==> src/logic/wd_pkg.sv <==
// Package with watchdog register map, fields and timing constants
package wd_pkg;

	// Bus geometry
	localparam int          WB_ADR_W       = 8;
	localparam int          WB_DAT_W       = 32;

	// Register indices; byte address is four times the index
	localparam logic [7:0]  CTRL_IDX       = 8'h21;
	localparam logic [7:0]  STAT_IDX       = 8'h22;
	localparam logic [7:0]  CTRL_ADDR      = 8'(CTRL_IDX * 4);
	localparam logic [7:0]  STAT_ADDR      = 8'(STAT_IDX * 4);

	// Control register fields
	localparam int          CTRL_WD_TIMEOUT_FLAG      = 7;
	localparam int          CTRL_WD_INTERRUPT_ENABLE      = 6;
	localparam int          CTRL_WDP3      = 5;
	localparam int          CTRL_WD_CHANGE_ENABLE      = 4;
	localparam int          CTRL_WDE       = 3;
	localparam int          CTRL_WDP_LO    = 0;

	// Status register fields
	localparam int          STAT_WD_RESET_CAUSE_FLAG      = 3;
	localparam int          STAT_BROWNOUT_CAUSE_FLAG      = 2;
	localparam int          STAT_EXTERNAL_RESET_CAUSE_FLAG     = 1;
	localparam int          STAT_POWERON_CAUSE_FLAG      = 0;

	// Values after reset
	localparam logic [7:0]  STAT_POR_VAL   = 8'h01;
	localparam logic [3:0]  WDP_RST_VAL    = 4'h0;

	// Oscillator and time-out lengths
	localparam int          WD_OSC_KHZ     = 128;
	localparam int          CNT_W          = 21;
	localparam logic [20:0] BASE_CYCLES    = 21'h000800;
	localparam logic [3:0]  MAX_CODE       = 4'h9;

	// Change window length in system clock cycles
	localparam logic [2:0]  WD_CHANGE_ENABLE_CYCLES    = 3'h4;

	// Change window states
	typedef enum logic {
		SEQ_IDLE,
		SEQ_OPEN
	} seq_state_t;

endpackage

==> src/logic/wd_count_if.sv <==
// Interface between watchdog control and its time-out counter
`timescale 1ns/1ps
interface wd_count_if;
	logic       ce;
	logic       clr;
	logic       tick;
	logic [3:0] code;
	logic       timeout;

	modport ctl (output ce, output clr, output tick, output code, input timeout);
	modport cnt (input ce, input clr, input tick, input code, output timeout);
endinterface

==> src/logic/wd_counter.sv <==
// Watchdog time-out counter running on oscillator ticks
`timescale 1ns/1ps
module wd_counter
	import wd_pkg::*;
(
	// Clock and reset
	input  wire logic clk_i,
	input  wire logic rst_i,
	// Control side
	wd_count_if.cnt   cif
);

	logic [CNT_W-1:0] count_r;
	logic [CNT_W-1:0] count_nxt;
	logic             timeout_r;
	logic             timeout_nxt;
	logic [CNT_W-1:0] limit;

	assign cif.timeout = timeout_r;

	always_comb begin
		limit       = CNT_W'((BASE_CYCLES << cif.code) - 21'h1);
		count_nxt   = count_r;
		timeout_nxt = 1'b0;
		if (cif.clr) begin
			count_nxt = '0;
		end else if (cif.tick) begin
			if (count_r >= limit) begin
				count_nxt   = '0;
				timeout_nxt = 1'b1;
			end else begin
				count_nxt = CNT_W'(count_r + 21'h1);
			end
		end
	end

	always_ff @(posedge clk_i or posedge rst_i) begin
		if (rst_i) begin
			count_r   <= '0;
			timeout_r <= 1'b0;
		end else if (cif.ce) begin
			count_r   <= count_nxt;
			timeout_r <= timeout_nxt;
		end
	end

endmodule

==> src/logic/wd_top.sv <==
// Watchdog with reset cause flags and Wishbone register slave
//
// Function
// - Counter advances on 128 kHz oscillator ticks
// - Restart, disable or chip reset clears counter
// - Ten periods; expiry with reset action resets
// - Lock fuse selects safety level one or two
// - Level one: writing enable one always enables
// - Level two: always running, enable reads one
// - Level two period change by timed two writes
// - Status upper four bits read zero
// - Reset flags set by source, cleared writing zero
// - Power-on flag cleared only by writing zero
// - Time-out flag set; cleared by vector or one
// - Interrupt needs global and watchdog enables
// - Enable and interrupt-enable choose time-out action
// - Time-out clears interrupt-enable when enable set
// - Clear or level two period change needs change-enable; four-cycle
// - Code picks 2048 to 1048576 cycles, doubling
// - Level one: reset flag forces enable on
// - Watchdog reset is a one-cycle pulse
`timescale 1ns/1ps
module wd_top
	import wd_pkg::*;
(
	// Clock, reset, enable
	input  wire logic                clk_i,
	input  wire logic                rst_i,
	input  wire logic                ce_i,
	// Wishbone slave
	input  wire logic                wb_cyc_i,
	input  wire logic                wb_stb_i,
	input  wire logic                wb_we_i,
	input  wire logic [WB_ADR_W-1:0] wb_adr_i,
	input  wire logic [3:0]          wb_sel_i,
	input  wire logic [WB_DAT_W-1:0] wb_dat_i,
	output logic      [WB_DAT_W-1:0] wb_dat_o,
	output logic                     wb_ack_o,
	// Chip side
	input  wire logic                watchdog_lock_fuse_i,
	input  wire logic                wd_osc_i,
	input  wire logic                wd_restart_i,
	input  wire logic                global_int_en_i,
	input  wire logic                wd_vector_taken_i,
	input  wire logic                ext_reset_i,
	input  wire logic                brownout_reset_i,
	// Outputs
	output logic                     wd_irq_o,
	output logic                     wd_reset_o
);

	wd_count_if cif ();

	// Bus state
	logic                ack_r;
	logic                ack_nxt;
	logic [WB_DAT_W-1:0] rdat_r;
	logic [WB_DAT_W-1:0] rdat_nxt;

	// Control state
	logic                wd_timeout_flag_r;
	logic                wd_timeout_flag_nxt;
	logic                wd_interrupt_enable_r;
	logic                wd_interrupt_enable_nxt;
	logic                wd_enable_bit_r;
	logic                wd_enable_bit_nxt;
	logic [3:0]          wd_prescale_code_r;
	logic [3:0]          wd_prescale_code_nxt;
	seq_state_t          seq_r;
	seq_state_t          seq_nxt;
	logic [2:0]          win_cnt_r;
	logic [2:0]          win_cnt_nxt;
	logic                wd_rst_r;
	logic                wd_rst_nxt;
	logic                irq_r;
	logic                irq_nxt;

	// Status and oscillator state
	logic [3:0]          cause_r;
	logic [3:0]          cause_nxt;
	logic                osc_q_r;
	logic                osc_q_nxt;

	// Derived terms
	logic                req;
	logic                wr_ctrl;
	logic                wr_stat;
	logic [7:0]          wd;
	logic                chip_rst;
	logic                eff_enable;
	logic                running;
	logic                win_open;
	logic [7:0]          ctrl_view;

	assign req      = wb_cyc_i & wb_stb_i & ~ack_r;
	assign wd       = wb_dat_i[7:0];
	assign wr_ctrl  = req & wb_we_i & wb_sel_i[0] & (wb_adr_i == CTRL_ADDR);
	assign wr_stat  = req & wb_we_i & wb_sel_i[0] & (wb_adr_i == STAT_ADDR);
	assign chip_rst = ext_reset_i | brownout_reset_i | wd_rst_r;
	assign win_open = (seq_r == SEQ_OPEN);

	assign eff_enable = wd_enable_bit_r | watchdog_lock_fuse_i | cause_r[STAT_WD_RESET_CAUSE_FLAG];

	assign running = eff_enable | wd_interrupt_enable_r;

	assign ctrl_view = {wd_timeout_flag_r, wd_interrupt_enable_r, wd_prescale_code_r[3],
		win_open, eff_enable, wd_prescale_code_r[2:0]};

	// Counter hookup
	assign cif.ce   = ce_i;
	assign cif.tick = wd_osc_i & ~osc_q_r;
	assign cif.clr  = wd_restart_i | chip_rst | ~running;
	assign cif.code = (wd_prescale_code_r > MAX_CODE) ? MAX_CODE : wd_prescale_code_r;

	wd_counter u_counter (
		.clk_i (clk_i),
		.rst_i (rst_i),
		.cif   (cif)
	);

	assign wb_ack_o   = ack_r;
	assign wb_dat_o   = rdat_r;
	assign wd_irq_o   = irq_r;
	assign wd_reset_o = wd_rst_r;

	// Bus answer
	always_comb begin
		ack_nxt  = req;
		rdat_nxt = '0;
		if (req && !wb_we_i) begin
			case (wb_adr_i)
				CTRL_ADDR: begin
					rdat_nxt = {24'h0, ctrl_view};
				end
				STAT_ADDR: begin
					rdat_nxt = {28'h0, cause_r};
				end
				default: begin
					rdat_nxt = '0;
				end
			endcase
		end
	end

	always_ff @(posedge clk_i or posedge rst_i) begin
		if (rst_i) begin
			ack_r  <= 1'b0;
			rdat_r <= '0;
		end else if (ce_i) begin
			ack_r  <= ack_nxt;
			rdat_r <= rdat_nxt;
		end
	end

	// Control register and change window
	always_comb begin
		wd_timeout_flag_nxt     = wd_timeout_flag_r;
		wd_interrupt_enable_nxt = wd_interrupt_enable_r;
		wd_enable_bit_nxt       = wd_enable_bit_r;
		wd_prescale_code_nxt    = wd_prescale_code_r;
		seq_nxt                 = seq_r;
		win_cnt_nxt             = win_cnt_r;
		wd_rst_nxt              = 1'b0;
		irq_nxt                 = 1'b0;
		if (chip_rst) begin
			wd_timeout_flag_nxt     = 1'b0;
			wd_interrupt_enable_nxt = 1'b0;
			wd_enable_bit_nxt       = 1'b0;
			wd_prescale_code_nxt    = WDP_RST_VAL;
			seq_nxt                 = SEQ_IDLE;
			win_cnt_nxt             = '0;
		end else begin
			if (win_open) begin
				win_cnt_nxt = 3'(win_cnt_r - 3'h1);
				if (win_cnt_r == 3'h1) begin
					seq_nxt = SEQ_IDLE;
				end
			end
			if (wr_ctrl) begin
				wd_interrupt_enable_nxt = wd[CTRL_WD_INTERRUPT_ENABLE];
				if (wd[CTRL_WD_TIMEOUT_FLAG]) begin
					wd_timeout_flag_nxt = 1'b0;
				end
				if (wd[CTRL_WD_CHANGE_ENABLE] && wd[CTRL_WDE]) begin
					seq_nxt           = SEQ_OPEN;
					win_cnt_nxt       = WD_CHANGE_ENABLE_CYCLES;
					wd_enable_bit_nxt = 1'b1;
				end else begin
					if (wd[CTRL_WDE]) begin
						wd_enable_bit_nxt = 1'b1;
					end else if (win_open) begin
						wd_enable_bit_nxt = 1'b0;
					end
					if (win_open || !watchdog_lock_fuse_i) begin
						wd_prescale_code_nxt = {wd[CTRL_WDP3], wd[CTRL_WDP_LO +: 3]};
					end
					if (win_open) begin
						seq_nxt     = SEQ_IDLE;
						win_cnt_nxt = '0;
					end
				end
			end
			if (wd_vector_taken_i) begin
				wd_timeout_flag_nxt = 1'b0;
			end
			if (cif.timeout) begin
				if (wd_interrupt_enable_r) begin
					wd_timeout_flag_nxt = 1'b1;
					if (eff_enable) begin
						wd_interrupt_enable_nxt = 1'b0;
					end
				end else if (eff_enable) begin
					wd_rst_nxt = 1'b1;
				end
			end
		end
		irq_nxt = wd_timeout_flag_nxt & wd_interrupt_enable_r & global_int_en_i;
	end

	always_ff @(posedge clk_i or posedge rst_i) begin
		if (rst_i) begin
			wd_timeout_flag_r     <= 1'b0;
			wd_interrupt_enable_r <= 1'b0;
			wd_enable_bit_r       <= 1'b0;
			wd_prescale_code_r    <= WDP_RST_VAL;
			seq_r                 <= SEQ_IDLE;
			win_cnt_r             <= '0;
			wd_rst_r              <= 1'b0;
			irq_r                 <= 1'b0;
		end else if (ce_i) begin
			wd_timeout_flag_r     <= wd_timeout_flag_nxt;
			wd_interrupt_enable_r <= wd_interrupt_enable_nxt;
			wd_enable_bit_r       <= wd_enable_bit_nxt;
			wd_prescale_code_r    <= wd_prescale_code_nxt;
			seq_r                 <= seq_nxt;
			win_cnt_r             <= win_cnt_nxt;
			wd_rst_r              <= wd_rst_nxt;
			irq_r                 <= irq_nxt;
		end
	end

	// Reset cause flags and oscillator edge
	always_comb begin
		cause_nxt = cause_r;
		osc_q_nxt = wd_osc_i;
		if (wr_stat) begin
			cause_nxt = cause_r & wd[3:0];
		end
		if (wd_rst_r) begin
			cause_nxt[STAT_WD_RESET_CAUSE_FLAG] = 1'b1;
		end
		if (brownout_reset_i) begin
			cause_nxt[STAT_BROWNOUT_CAUSE_FLAG] = 1'b1;
		end
		if (ext_reset_i) begin
			cause_nxt[STAT_EXTERNAL_RESET_CAUSE_FLAG] = 1'b1;
		end
	end

	always_ff @(posedge clk_i or posedge rst_i) begin
		if (rst_i) begin
			cause_r <= STAT_POR_VAL[3:0];
			osc_q_r <= 1'b0;
		end else if (ce_i) begin
			cause_r <= cause_nxt;
			osc_q_r <= osc_q_nxt;
		end
	end

endmodule

==> config.mk <==
export PLATFORM = sky130hd
export DESIGN_NAME = wd_top
export DESIGN_NICKNAME = d
export VERILOG_FILES = /design/src/logic/wd_pkg.sv /design/src/logic/wd_count_if.sv /design/src/logic/wd_counter.sv /design/src/logic/wd_top.sv
export SDC_FILE = /design/constraint.sdc
export NUM_CORES = 1
export LEC_CHECK = 0
export BUFFER_PORTS_ARGS = -buffer_cell sky130_fd_sc_hd__buf_2
export CORE_MARGIN = 2
export CORE_UTILIZATION = 58
export CTS_BUF_LIST = sky130_fd_sc_hd__clkbuf_2 sky130_fd_sc_hd__clkbuf_4 sky130_fd_sc_hd__clkbuf_8
export DETAILED_ROUTE_END_ITERATION = 12
export GPL_TIMING_DRIVEN = 1
export PLACE_DENSITY = 0.92
export RECOVER_POWER = 25
export SLEW_MARGIN = 20
export SYNTH_ARGS = -nofsm -noshare
export SYNTH_HDL_FRONTEND = slang
export SYNTH_SLANG_ARGS = --single-unit
==> constraint.sdc <==
create_clock -name clk_i -period 8.28 [get_ports clk_i]
set_input_delay 0.414 -clock clk_i [delete_from_list [all_inputs] [get_ports clk_i]]
set_output_delay 0.414 -clock clk_i [all_outputs]
set_load 0.03 [all_outputs]
==> results.txt, run 1 <==
- Final setup violation count: 0
- Failing checks: capacitance limit, slew limit
- The worst setup path is of the reg2reg kind.
- For this run, the total global-route usage over all layers was measured as about 22%.
* WP data required: 8.51 ns
- TritonCTS created 5 clock buffers.
* Endpoint of the worst-slack reg-to-reg timing path: u_counter.count_r[8]
* Post-CTS Setup Repair Bufs: 0
- In this run, placement finished with an instance count of 420.
* Leakage power: ~1.5 nW
* Final hold violation count: 0
- Least-Margin Pin Slew: ~2.1 ns
- Global-route wire length before repair: ~11000 um
* Simple-gate share of the synthesized area: a little under a quarter
- Max-slew violation count: 50
- The run finished, with violations left.
* Distinct cell type count after synthesis: between 60 and 70
- Share of power burned in combinational logic: 13.5%
* Area enclosed by the die boundary: approximately 5900 sq um
* WHS: between 0.3 and 0.4 ns
- DRC viols: 0
* Quantity of hold-fixing buffers added after cts: 0
* Startpoint of the most critical register-to-register path: wd_prescale_code_r[1]
* Post-layout instance count excluding filler cells: roughly 430
- The floorplan step set the die width to ~77 um.
- The initialized floorplan defines 26 standard-cell rows.
* Area after detailed placement: between 3000 and 4000 sq um
- Warnings, synthesis: 0
* Net switching component of the power: 123 uW
- Vias after detailed routing: approximately 2400
* Clock Sink Count: just under 50
- The repair_antennas step left the layout with diodes totalling 0.
* Synthesized-area fraction occupied by ao, oa, aoi and oai cells: between 10% and 20%
* Slew headroom: -41.1%
* Critical Path Fanout Max: 17
- Sorting the synthesized cells by area gives the leading types as sky130_fd_sc_hd__dfrtp_1, sky130_fd_sc_hd__buf_4, sky130_fd_sc_hd__ha_1.
* Core outline area: 5140 sq um
- RD Place Congestion: 0.828
- Power Density: ~130 nW/um^2
- Mux cell area share after synthesis: under 10%
* Total wire length after detailed routing: 6170 um
- The number of gates resized after CTS was 0.
- Summing the sequential cell areas from Yosys gives 39.6% of the chip area.
* Cell accounting for the most synthesized area: sky130_fd_sc_hd__dfrtp_1
* Clock Latency Late Sink: 0.30 ns
- Dividing the synthesized area by the synthesized cell count gives 9.69 sq um.
* H-tree levels: 2
* Sw Share: between 20% and 30%
- TritonCTS built the clock tree.
- Max Clock Freq: ~290 MHz
- STA classifies the critical path endpoint as a flop.
- Detailed Route Iter0 Violations: about 190
* Reg-to-reg slack, setup: between 4 and 5 ns
* Post-DP HPWL: approximately 4600 um
- The critical path ends at u_counter.count_r[8].
* Vias per inst: ~5.7
- No sink is reached through more buffers than the 2 on the longest clock path.
- I/O pins: 92
- Post-synth top cells: sky130_fd_sc_hd__dfrtp_1, sky130_fd_sc_hd__nand2_1, sky130_fd_sc_hd__buf_4
- Synthesized area: just over 3000 sq um
- The tool flagged a number of max-cap violations equal to 1.
* Startpoint kind of the worst setup timing path: flop
* PortBufs: 40
- Initial core utilization: 60.3%
- The final critical path takes up roughly 41% of the cycle.
- Most used DFF post-synth: sky130_fd_sc_hd__dfrtp_1
- Summed over all nets, wire length on met3 after detailed routing comes to roughly 230 um.
- After Yosys synthesis, full adders, half adders and majority gates account for just over 6% of the synthesized area.
- Post-synthesis xor/xnor area fraction: roughly 4.5%
- Number of synthesized register bits: between 40 and 50
* Reg power frac: 54.5%
- The most critical setup path has its startpoint at wd_prescale_code_r[1].
- Most used standard cell by instance count after synthesis: sky130_fd_sc_hd__dfrtp_1
- Class of the most critical hold timing path: in2reg
- In the final timing run, aggregate negative setup slack is 0 ns.
- Synthesis handed over a netlist of 320 instances.
- Avg WL per Cell: ~14 um
- The count of nets left with antenna violations once routing finished came out at 0.
- Dominant combinational cell family by area after synthesis: simple AND/OR/NAND/NOR gates
- DR WL met2: a little over 3000 um
* Clock period minus final worst setup slack: approximately 3.4 ns
- Area growth from synthesis to layout: 7.71%
* Clock-pin slew of the registers on the worst-case setup and hold paths: around 0.09 ns
* Number of enable flip-flop cells after synthesis: 0
* Number of antenna violations at the first check in global routing: 0
* Total overflow reported by the global router: 0
* Maximum number of pins on one net before global-route repair: 50
- Internal power: 323 uW
- Root Buffer: sky130_fd_sc_hd__clkbuf_8
- Clk network pwr share: between 30% and 40%
- STA puts the critical path data arrival time at between 3 and 4 ns.
- Maximum VDD drop: ~0.000085 V
- The share of synthesized area in the top cell type comes to between 30% and 40%.
* Worst Clk Skew: 0.00765 ns
- Routed signal wires occupy layers up through met4.
* WL met1: around 2800 um
- Die height: a little under 80 um
- Setup repair after global routing left no endpoint under its margin.
- Share of async-settable or async-resettable flops after synthesis: 100%
- Layout Cell Area excl Fill: roughly 3300 sq um
- The first detailed-routing pass ran for 4 iterations.
- Worst Reg-to-Reg Cells: 11
- The post-route netlist has approximately a fifth of its cells at a drive strength greater than 1.
- For this run, the post-layout net count is roughly 430.
* Via count of the first global-routing pass: 2381
==> routing by layer <==
layer	GRT usage, %	up-vias
met5	0	-
met4	7.50	0
li1	-	1192
met1	29.5	1178
met3	3.29	14
met2	37.3	63
==> layout by cell type, fill, tap and decap left out, drive strengths merged, types with 4 or more instances in the layout <==
cell type / netlist / layout
a21oi: 14 / 14
a22oi: 4 / 4
nand4: 12 / 12
ha: 15 / 15
nor3b: 4 / 4
nor4: 4 / 4
or4: 4 / 4
a22o: 7 / 7
xnor2: 13 / 13
nor2: 21 / 21
inv: 11 / 10
clkbuf: 4 / 7
o2bb2ai: 5 / 5
nor3: 9 / 9
buf: 29 / 40
nand3: 4 / 4
dfrtp: 48 / 48
conb: 2 / 25
o21ai: 19 / 19
nand2: 29 / 29
or3: 4 / 4
nor4b: 5 / 5
==> stage by stage <==
stage	setup slack [ns]	power (mW)	util, %
2_1_floorplan	5.33	0.301	-
3_3_place_gp	5.01	0.306	63.2
3_5_place_dp	4.89	0.309	63.2
4_1_cts	4.85	0.449	64.9
5_1_grt	4.50	0.467	65.0
6_report	4.87	0.446	65.0
==> power groups by stage <==
stage / sequential, mW / clock [mW] / combinational (mW)
floorplan: 0.249 / 0 / 0.0527
global placement: 0.248 / 0 / 0.0583
detailed placement: 0.248 / 0 / 0.0605
CTS: 0.243 / 0.145 / 0.0605
global route: 0.244 / 0.156 / 0.0670
finish: 0.243 / 0.143 / 0.0603
==> state kept, by name, summed over array words and instances, names as in the netlist, 3 cells and up <==
| signal | flops |
|---|---|
| cause_r | 4 |
| wb_dat_o | 8 |
| win_cnt_r | 3 |
| u_counter.count_r | 21 |
| wd_prescale_code_r | 4 |
==> cell type report <==
class | count | area (sq um)
clock buffers | 7 | 83.8
clock inverters | 1 | 5.00
fillers | 413 | 1800
inverters | 11 | 42.5
multi-input cells | 250 | 1690
flip-flops and latches | 49 | 1230
well taps | 70 | 87.6
repair buffers | 40 | 200
==> worst max-delay path: stages, from the launching register on <==
cell and delay, ns:
sky130_fd_sc_hd__dfrtp_1 0.47, sky130_fd_sc_hd__or2_2 0.32, sky130_fd_sc_hd__nand2b_1 0.18, sky130_fd_sc_hd__ha_1 0.25, sky130_fd_sc_hd__a21o_1 0.19, sky130_fd_sc_hd__a32oi_1 0.21, sky130_fd_sc_hd__ha_1 0.26, sky130_fd_sc_hd__nand4_1 0.14
sky130_fd_sc_hd__nor3_1 0.08, sky130_fd_sc_hd__a211oi_1 0.69, sky130_fd_sc_hd__a31oi_4 0.34, sky130_fd_sc_hd__a21oi_1 0.21
==> cell families (layout without fill, tap and decap cells) <==
group / count (synthesis) / in the layout
simple gates: 118 / 118
compound gates: 72 / 72
flops: 49 / 49
buf+inv: 44 / 59
xor+xnor: 16 / 16
fa+ha+maj: 15 / 15
mux: 4 / 4
other cells: 2 / 25
==> worst min path at each step <==
| stage | slack (ns) | cells after the start | end | start |
|---|---|---|---|---|
| after floorplan | 0.44 | 1 | cause_r[0] | cause_r[0] |
| after global placement | 0.44 | 1 | cause_r[0] | cause_r[0] |
| after detailed placement | 0.45 | 1 | cause_r[0] | cause_r[0] |
| after CTS | 0.33 | 3 | cause_r[1] | ext_reset_i |
| after global routing | 0.34 | 3 | cause_r[1] | ext_reset_i |
| final | 0.33 | 3 | cause_r[1] | ext_reset_i |
Power figures use the tool's default switching activity.
==> run 2: changes to the inputs <==
Settings changed: CORE_UTILIZATION 58 to 49, PLACE_DENSITY 0.92 to 0.83.
Clock period 8.28 ns to 3.12 ns, I/O delays scaled along.
==> run 2 against run 1 <==
The flow still finishes with violations (capacitance limit, slew limit); sequential power rose to 2.7 times the previous value; utilization fell by 7.9 points; die area rose by 17%; clock power rose to 3.4 times the previous value; clock skew barely moved; fmax rose by 16%; register-to-register slack got worse by 4.7 ns; setup slack got worse by 4.7 ns; sequential share of layout area fell by 1.0 points; largest cell class unchanged; largest power group unchanged; highest routed layer unchanged.
==> results.txt, run 2 (synthesized netlist as in run 1, its figures left out) <==
- Status: complete, but fails checks (unchanged)
- Failing checks: capacitance limit, slew limit (unchanged).
* Type of destination of the critical path: flop (unchanged)
- The pin count of the biggest net entering global routing came to 50 (unchanged).
- Crit path largest cell delay: 0.38 ns (was 0.69 ns)
* Setup TNS after final layout: 0 ns (unchanged)
* Number of antenna violations at the first check in global routing: 0 (unchanged)
- Clock period minus final worst setup slack: 2.94 ns (was 3.41 ns)
- The layout filler cell count came to 522 (was 413).
* Max Clock Freq: 341 MHz (was 293 MHz)
- Critical path data arrival time: 3.14 ns (was 3.64 ns)
* Cell count after placement: 431 (was 420)
- Clock Sink Count: 49 (unchanged)
- Max FFs per register: 21 (unchanged)
* Global-route wire length before repair: 11400 um (was 10800 um)
- The hold violation total from the final report was 0 (unchanged).
* Hold Startpoint: brownout_reset_i (was ext_reset_i)
- Worst Clk Skew: 0.00802 ns (was 0.00765 ns)
- Chain of cells forming the critical path: or2_2 -> nand2b_1 -> ha_2 -> nor3_1 -> a21o_1 -> a32oi_1 -> ha_1 -> nand4_1 -> nor3_1 -> a211oi_1 -> buf_4 -> and3_1 -> mux2_2 (was or2_2 -> nand2b_1 -> ha_1 -> a21o_1 -> a32oi_1 -> ha_1 -> nand4_1 -> nor3_1 -> a211oi_1 -> a31oi_4 -> a21oi_1).
- The portion of the clock cycle consumed by the worst path in the final layout came to 94.1% (was 41.2%).
- Power Density: 378 nW/um^2 (was 134 nW/um^2)
- Clock Tree Buf Depth: 2 (unchanged)
- The detailed-route wire length is 6610 um (was 6170 um).
* Fraction of layout cells with a size suffix above 1: 22.0% (was 20.4%)
- The number of nets still failing antenna checks after routing is 0 (unchanged).
- Die height: 83.5 um (was 77.1 um)
* Quantity of hold-fixing buffers added after cts: 0 (unchanged)
- The number of buffers created by CTS is 5 (unchanged).
* I/O pins: 92 (unchanged)
- Core outline area: 6030 sq um (was 5140 sq um)
- Root Buffer: sky130_fd_sc_hd__clkbuf_8 (unchanged)
- WP data required: 3.32 ns (was 8.51 ns)
* Total overflow reported by the global router: 0 (unchanged)
- The number of max-capacitance violations reported is 1 (unchanged).
* Crit path from: wd_prescale_code_r[0] (was wd_prescale_code_r[1])
* Area enclosed by the die boundary: 6980 sq um (was 5950 sq um)
- Leakage power: 1.54 nW (was 1.50 nW)
* RD Place Congestion: 0.813 (was 0.828)
* Clock Latency Late Sink: 0.31 ns (was 0.30 ns)
- Vias per inst: 5.70 (was 5.72)
- Area growth from synthesis to layout: 10.9% (was 7.71%)
- The detailed router's first-iteration violation count is 146 (was 186).
* Row cnt: 28 (was 26)
* Least-Margin Pin Slew: 2.12 ns (was 2.10 ns)
- Overall global routing resource usage: 20.0% (was 22.2%)
* Width of the die: 83.5 um (was 77.1 um)
- Avg WL per Cell: 15.1 um (was 14.4 um)
- The net total in the final layout is 435 (was 429).
- PortBufs: 40 (unchanged)
- Final setup violation count: 0 (unchanged)
- The remaining max-slew budget at the tightest pin came to -42.4% (was -41.1%).
* Leading cell type in the layout, fill and taps excluded: sky130_fd_sc_hd__dfrtp_1 (unchanged)
* CP max stage cell: sky130_fd_sc_hd__dfrtp_1 (was sky130_fd_sc_hd__a211oi_1)
- Max-slew violation count: 50 (unchanged)
- The register bank with the most flops is u_counter.count_r (unchanged).
- The clock slew seen by the registers of the worst setup and hold paths came to 0.09 ns (about the same).
- Post-layout instance count excluding filler cells: 439 (was 428)
- Startpoint of the most critical register-to-register path: wd_prescale_code_r[0] (was wd_prescale_code_r[1])
- The count of buffer and inverter cells on the critical path is 1 (was 0).
- Critical Path Fanout Max: 5 (was 17)
* Maximum VDD drop: 0.000229 V (was 0.0000850 V)
- The first-pass iteration count of the detailed router is 4 (unchanged).
* DRC viols: 0 (unchanged)
- RSZ-0062 raised after global routing: false (unchanged).
- The most frequent cell on the critical path is sky130_fd_sc_hd__nor3_1 (was sky130_fd_sc_hd__ha_1).
* Leading cell types in the layout, fill and taps excluded: sky130_fd_sc_hd__dfrtp_1, sky130_fd_sc_hd__buf_2, sky130_fd_sc_hd__nand2_1 (unchanged)
- The clock tree from TritonCTS was built (unchanged).
- Count of inserted antenna diode cells: 0 (unchanged)
* Via count of the first global-routing pass: 2454 (was 2381)
* Startpoint kind of the worst setup timing path: flop (unchanged)
* Class of the most critical hold timing path: in2reg (unchanged)
- Crit Path Class: reg2reg (unchanged)
- The detailed placer's ending HPWL is 4880 um (was 4590 um).
- Vias after detailed routing: 2501 (was 2447)
- The effective utilization at floorplan is 51.5% (was 60.3%).
- The number of H-tree levels was 2 (unchanged).
- Dominant delay contributor by cell family on the critical path: simple AND/OR/NAND/NOR gates (was compound AO/OA/AOI/OAI gates)
run 2: changes by cell type in the layout (fill, tap and decap cells not counted):
cell                        previous run  this run
sky130_fd_sc_hd__buf_4                 0         5
sky130_fd_sc_hd__clkbuf_4              2         1
sky130_fd_sc_hd__ha_2                  0         1
sky130_fd_sc_hd__buf_12                0         1
sky130_fd_sc_hd__clkinv_2              1         0
sky130_fd_sc_hd__bufinv_16             0         1
sky130_fd_sc_hd__ha_1                 15        14
sky130_fd_sc_hd__clkbuf_8              5         6
run 2: final timing paths:
check,slack [ns],cells after the start,endpoint
max in group asynchronous,1.77,2,u_counter.count_r[8]
min reg2reg,0.47,1,cause_r[0]
max reg2reg,0.18,13,u_counter.count_r[0]
max,0.18,13,u_counter.count_r[0]
min in group asynchronous,0.39,2,wb_ack_o
min,0.07,3,cause_r[2]
run 2: layout make-up:
type,count,area (sq um),area share [%]
Multi-Input combinational cell,250,1700,49.3
Sequential cell,49,1230,35.7
Timing Repair Buffer,46,258,7.50
Tap cell,75,93.8,2.73
Clock buffer,7,90.1,2.62
Inverter,11,42.5,1.24
Clock inverter,1,30.0,0.874
run 2: metrics by stage:
step	power [mW]	util (%)	setup slack, ns	area [sq um]	hold slack (ns)
3_3_place_gp	0.820	55.0	0.254	3310	0.377
4_1_cts	1.30	57.0	0.148	3430	0.0655
5_1_grt	1.35	57.0	0.0242	3440	0.0775
2_1_floorplan	0.800	-	0.167	3190	0.266
6_report	1.30	57.0	0.183	3440	0.0653
3_5_place_dp	0.824	55.0	0.194	3310	0.390
run 2: per-layer routing:
| metal | track usage, % | wire length (um) | vias to the layer above |
|---|---|---|---|
| met5 | 0 | 0 | - |
| met2 | 33.6 | 3330 | 59 |
| met3 | 5.14 | 232 | 10 |
| met4 | 6.60 | 100 | 0 |
| li1 | - | - | 1214 |
| met1 | 25.1 | 2950 | 1218 |
run 2: worst register-to-register path, stage by stage, from the launching register on:
cell and delay, ns:
sky130_fd_sc_hd__dfrtp_1 0.38, sky130_fd_sc_hd__or2_2 0.31, sky130_fd_sc_hd__nand2b_1 0.18, sky130_fd_sc_hd__ha_2 0.22, sky130_fd_sc_hd__nor3_1 0.14, sky130_fd_sc_hd__a21o_1 0.11
sky130_fd_sc_hd__a32oi_1 0.11, sky130_fd_sc_hd__ha_1 0.29, sky130_fd_sc_hd__nand4_1 0.14, sky130_fd_sc_hd__nor3_1 0.22, sky130_fd_sc_hd__a211oi_1 0.10, sky130_fd_sc_hd__buf_4 0.17
sky130_fd_sc_hd__and3_1 0.19, sky130_fd_sc_hd__mux2_2 0.26
run 2: where the power goes:
group          internal (mW)  switching (mW)
Sequential             0.640         0.00507
Combinational         0.0491           0.119
Clock                  0.270           0.216
Total                  0.959           0.341
run 2: repair_timing:
action                                  CTS  global route
buffers inserted                          0             0
endpoints found under the setup margin    0             5
resized for setup                         0             1
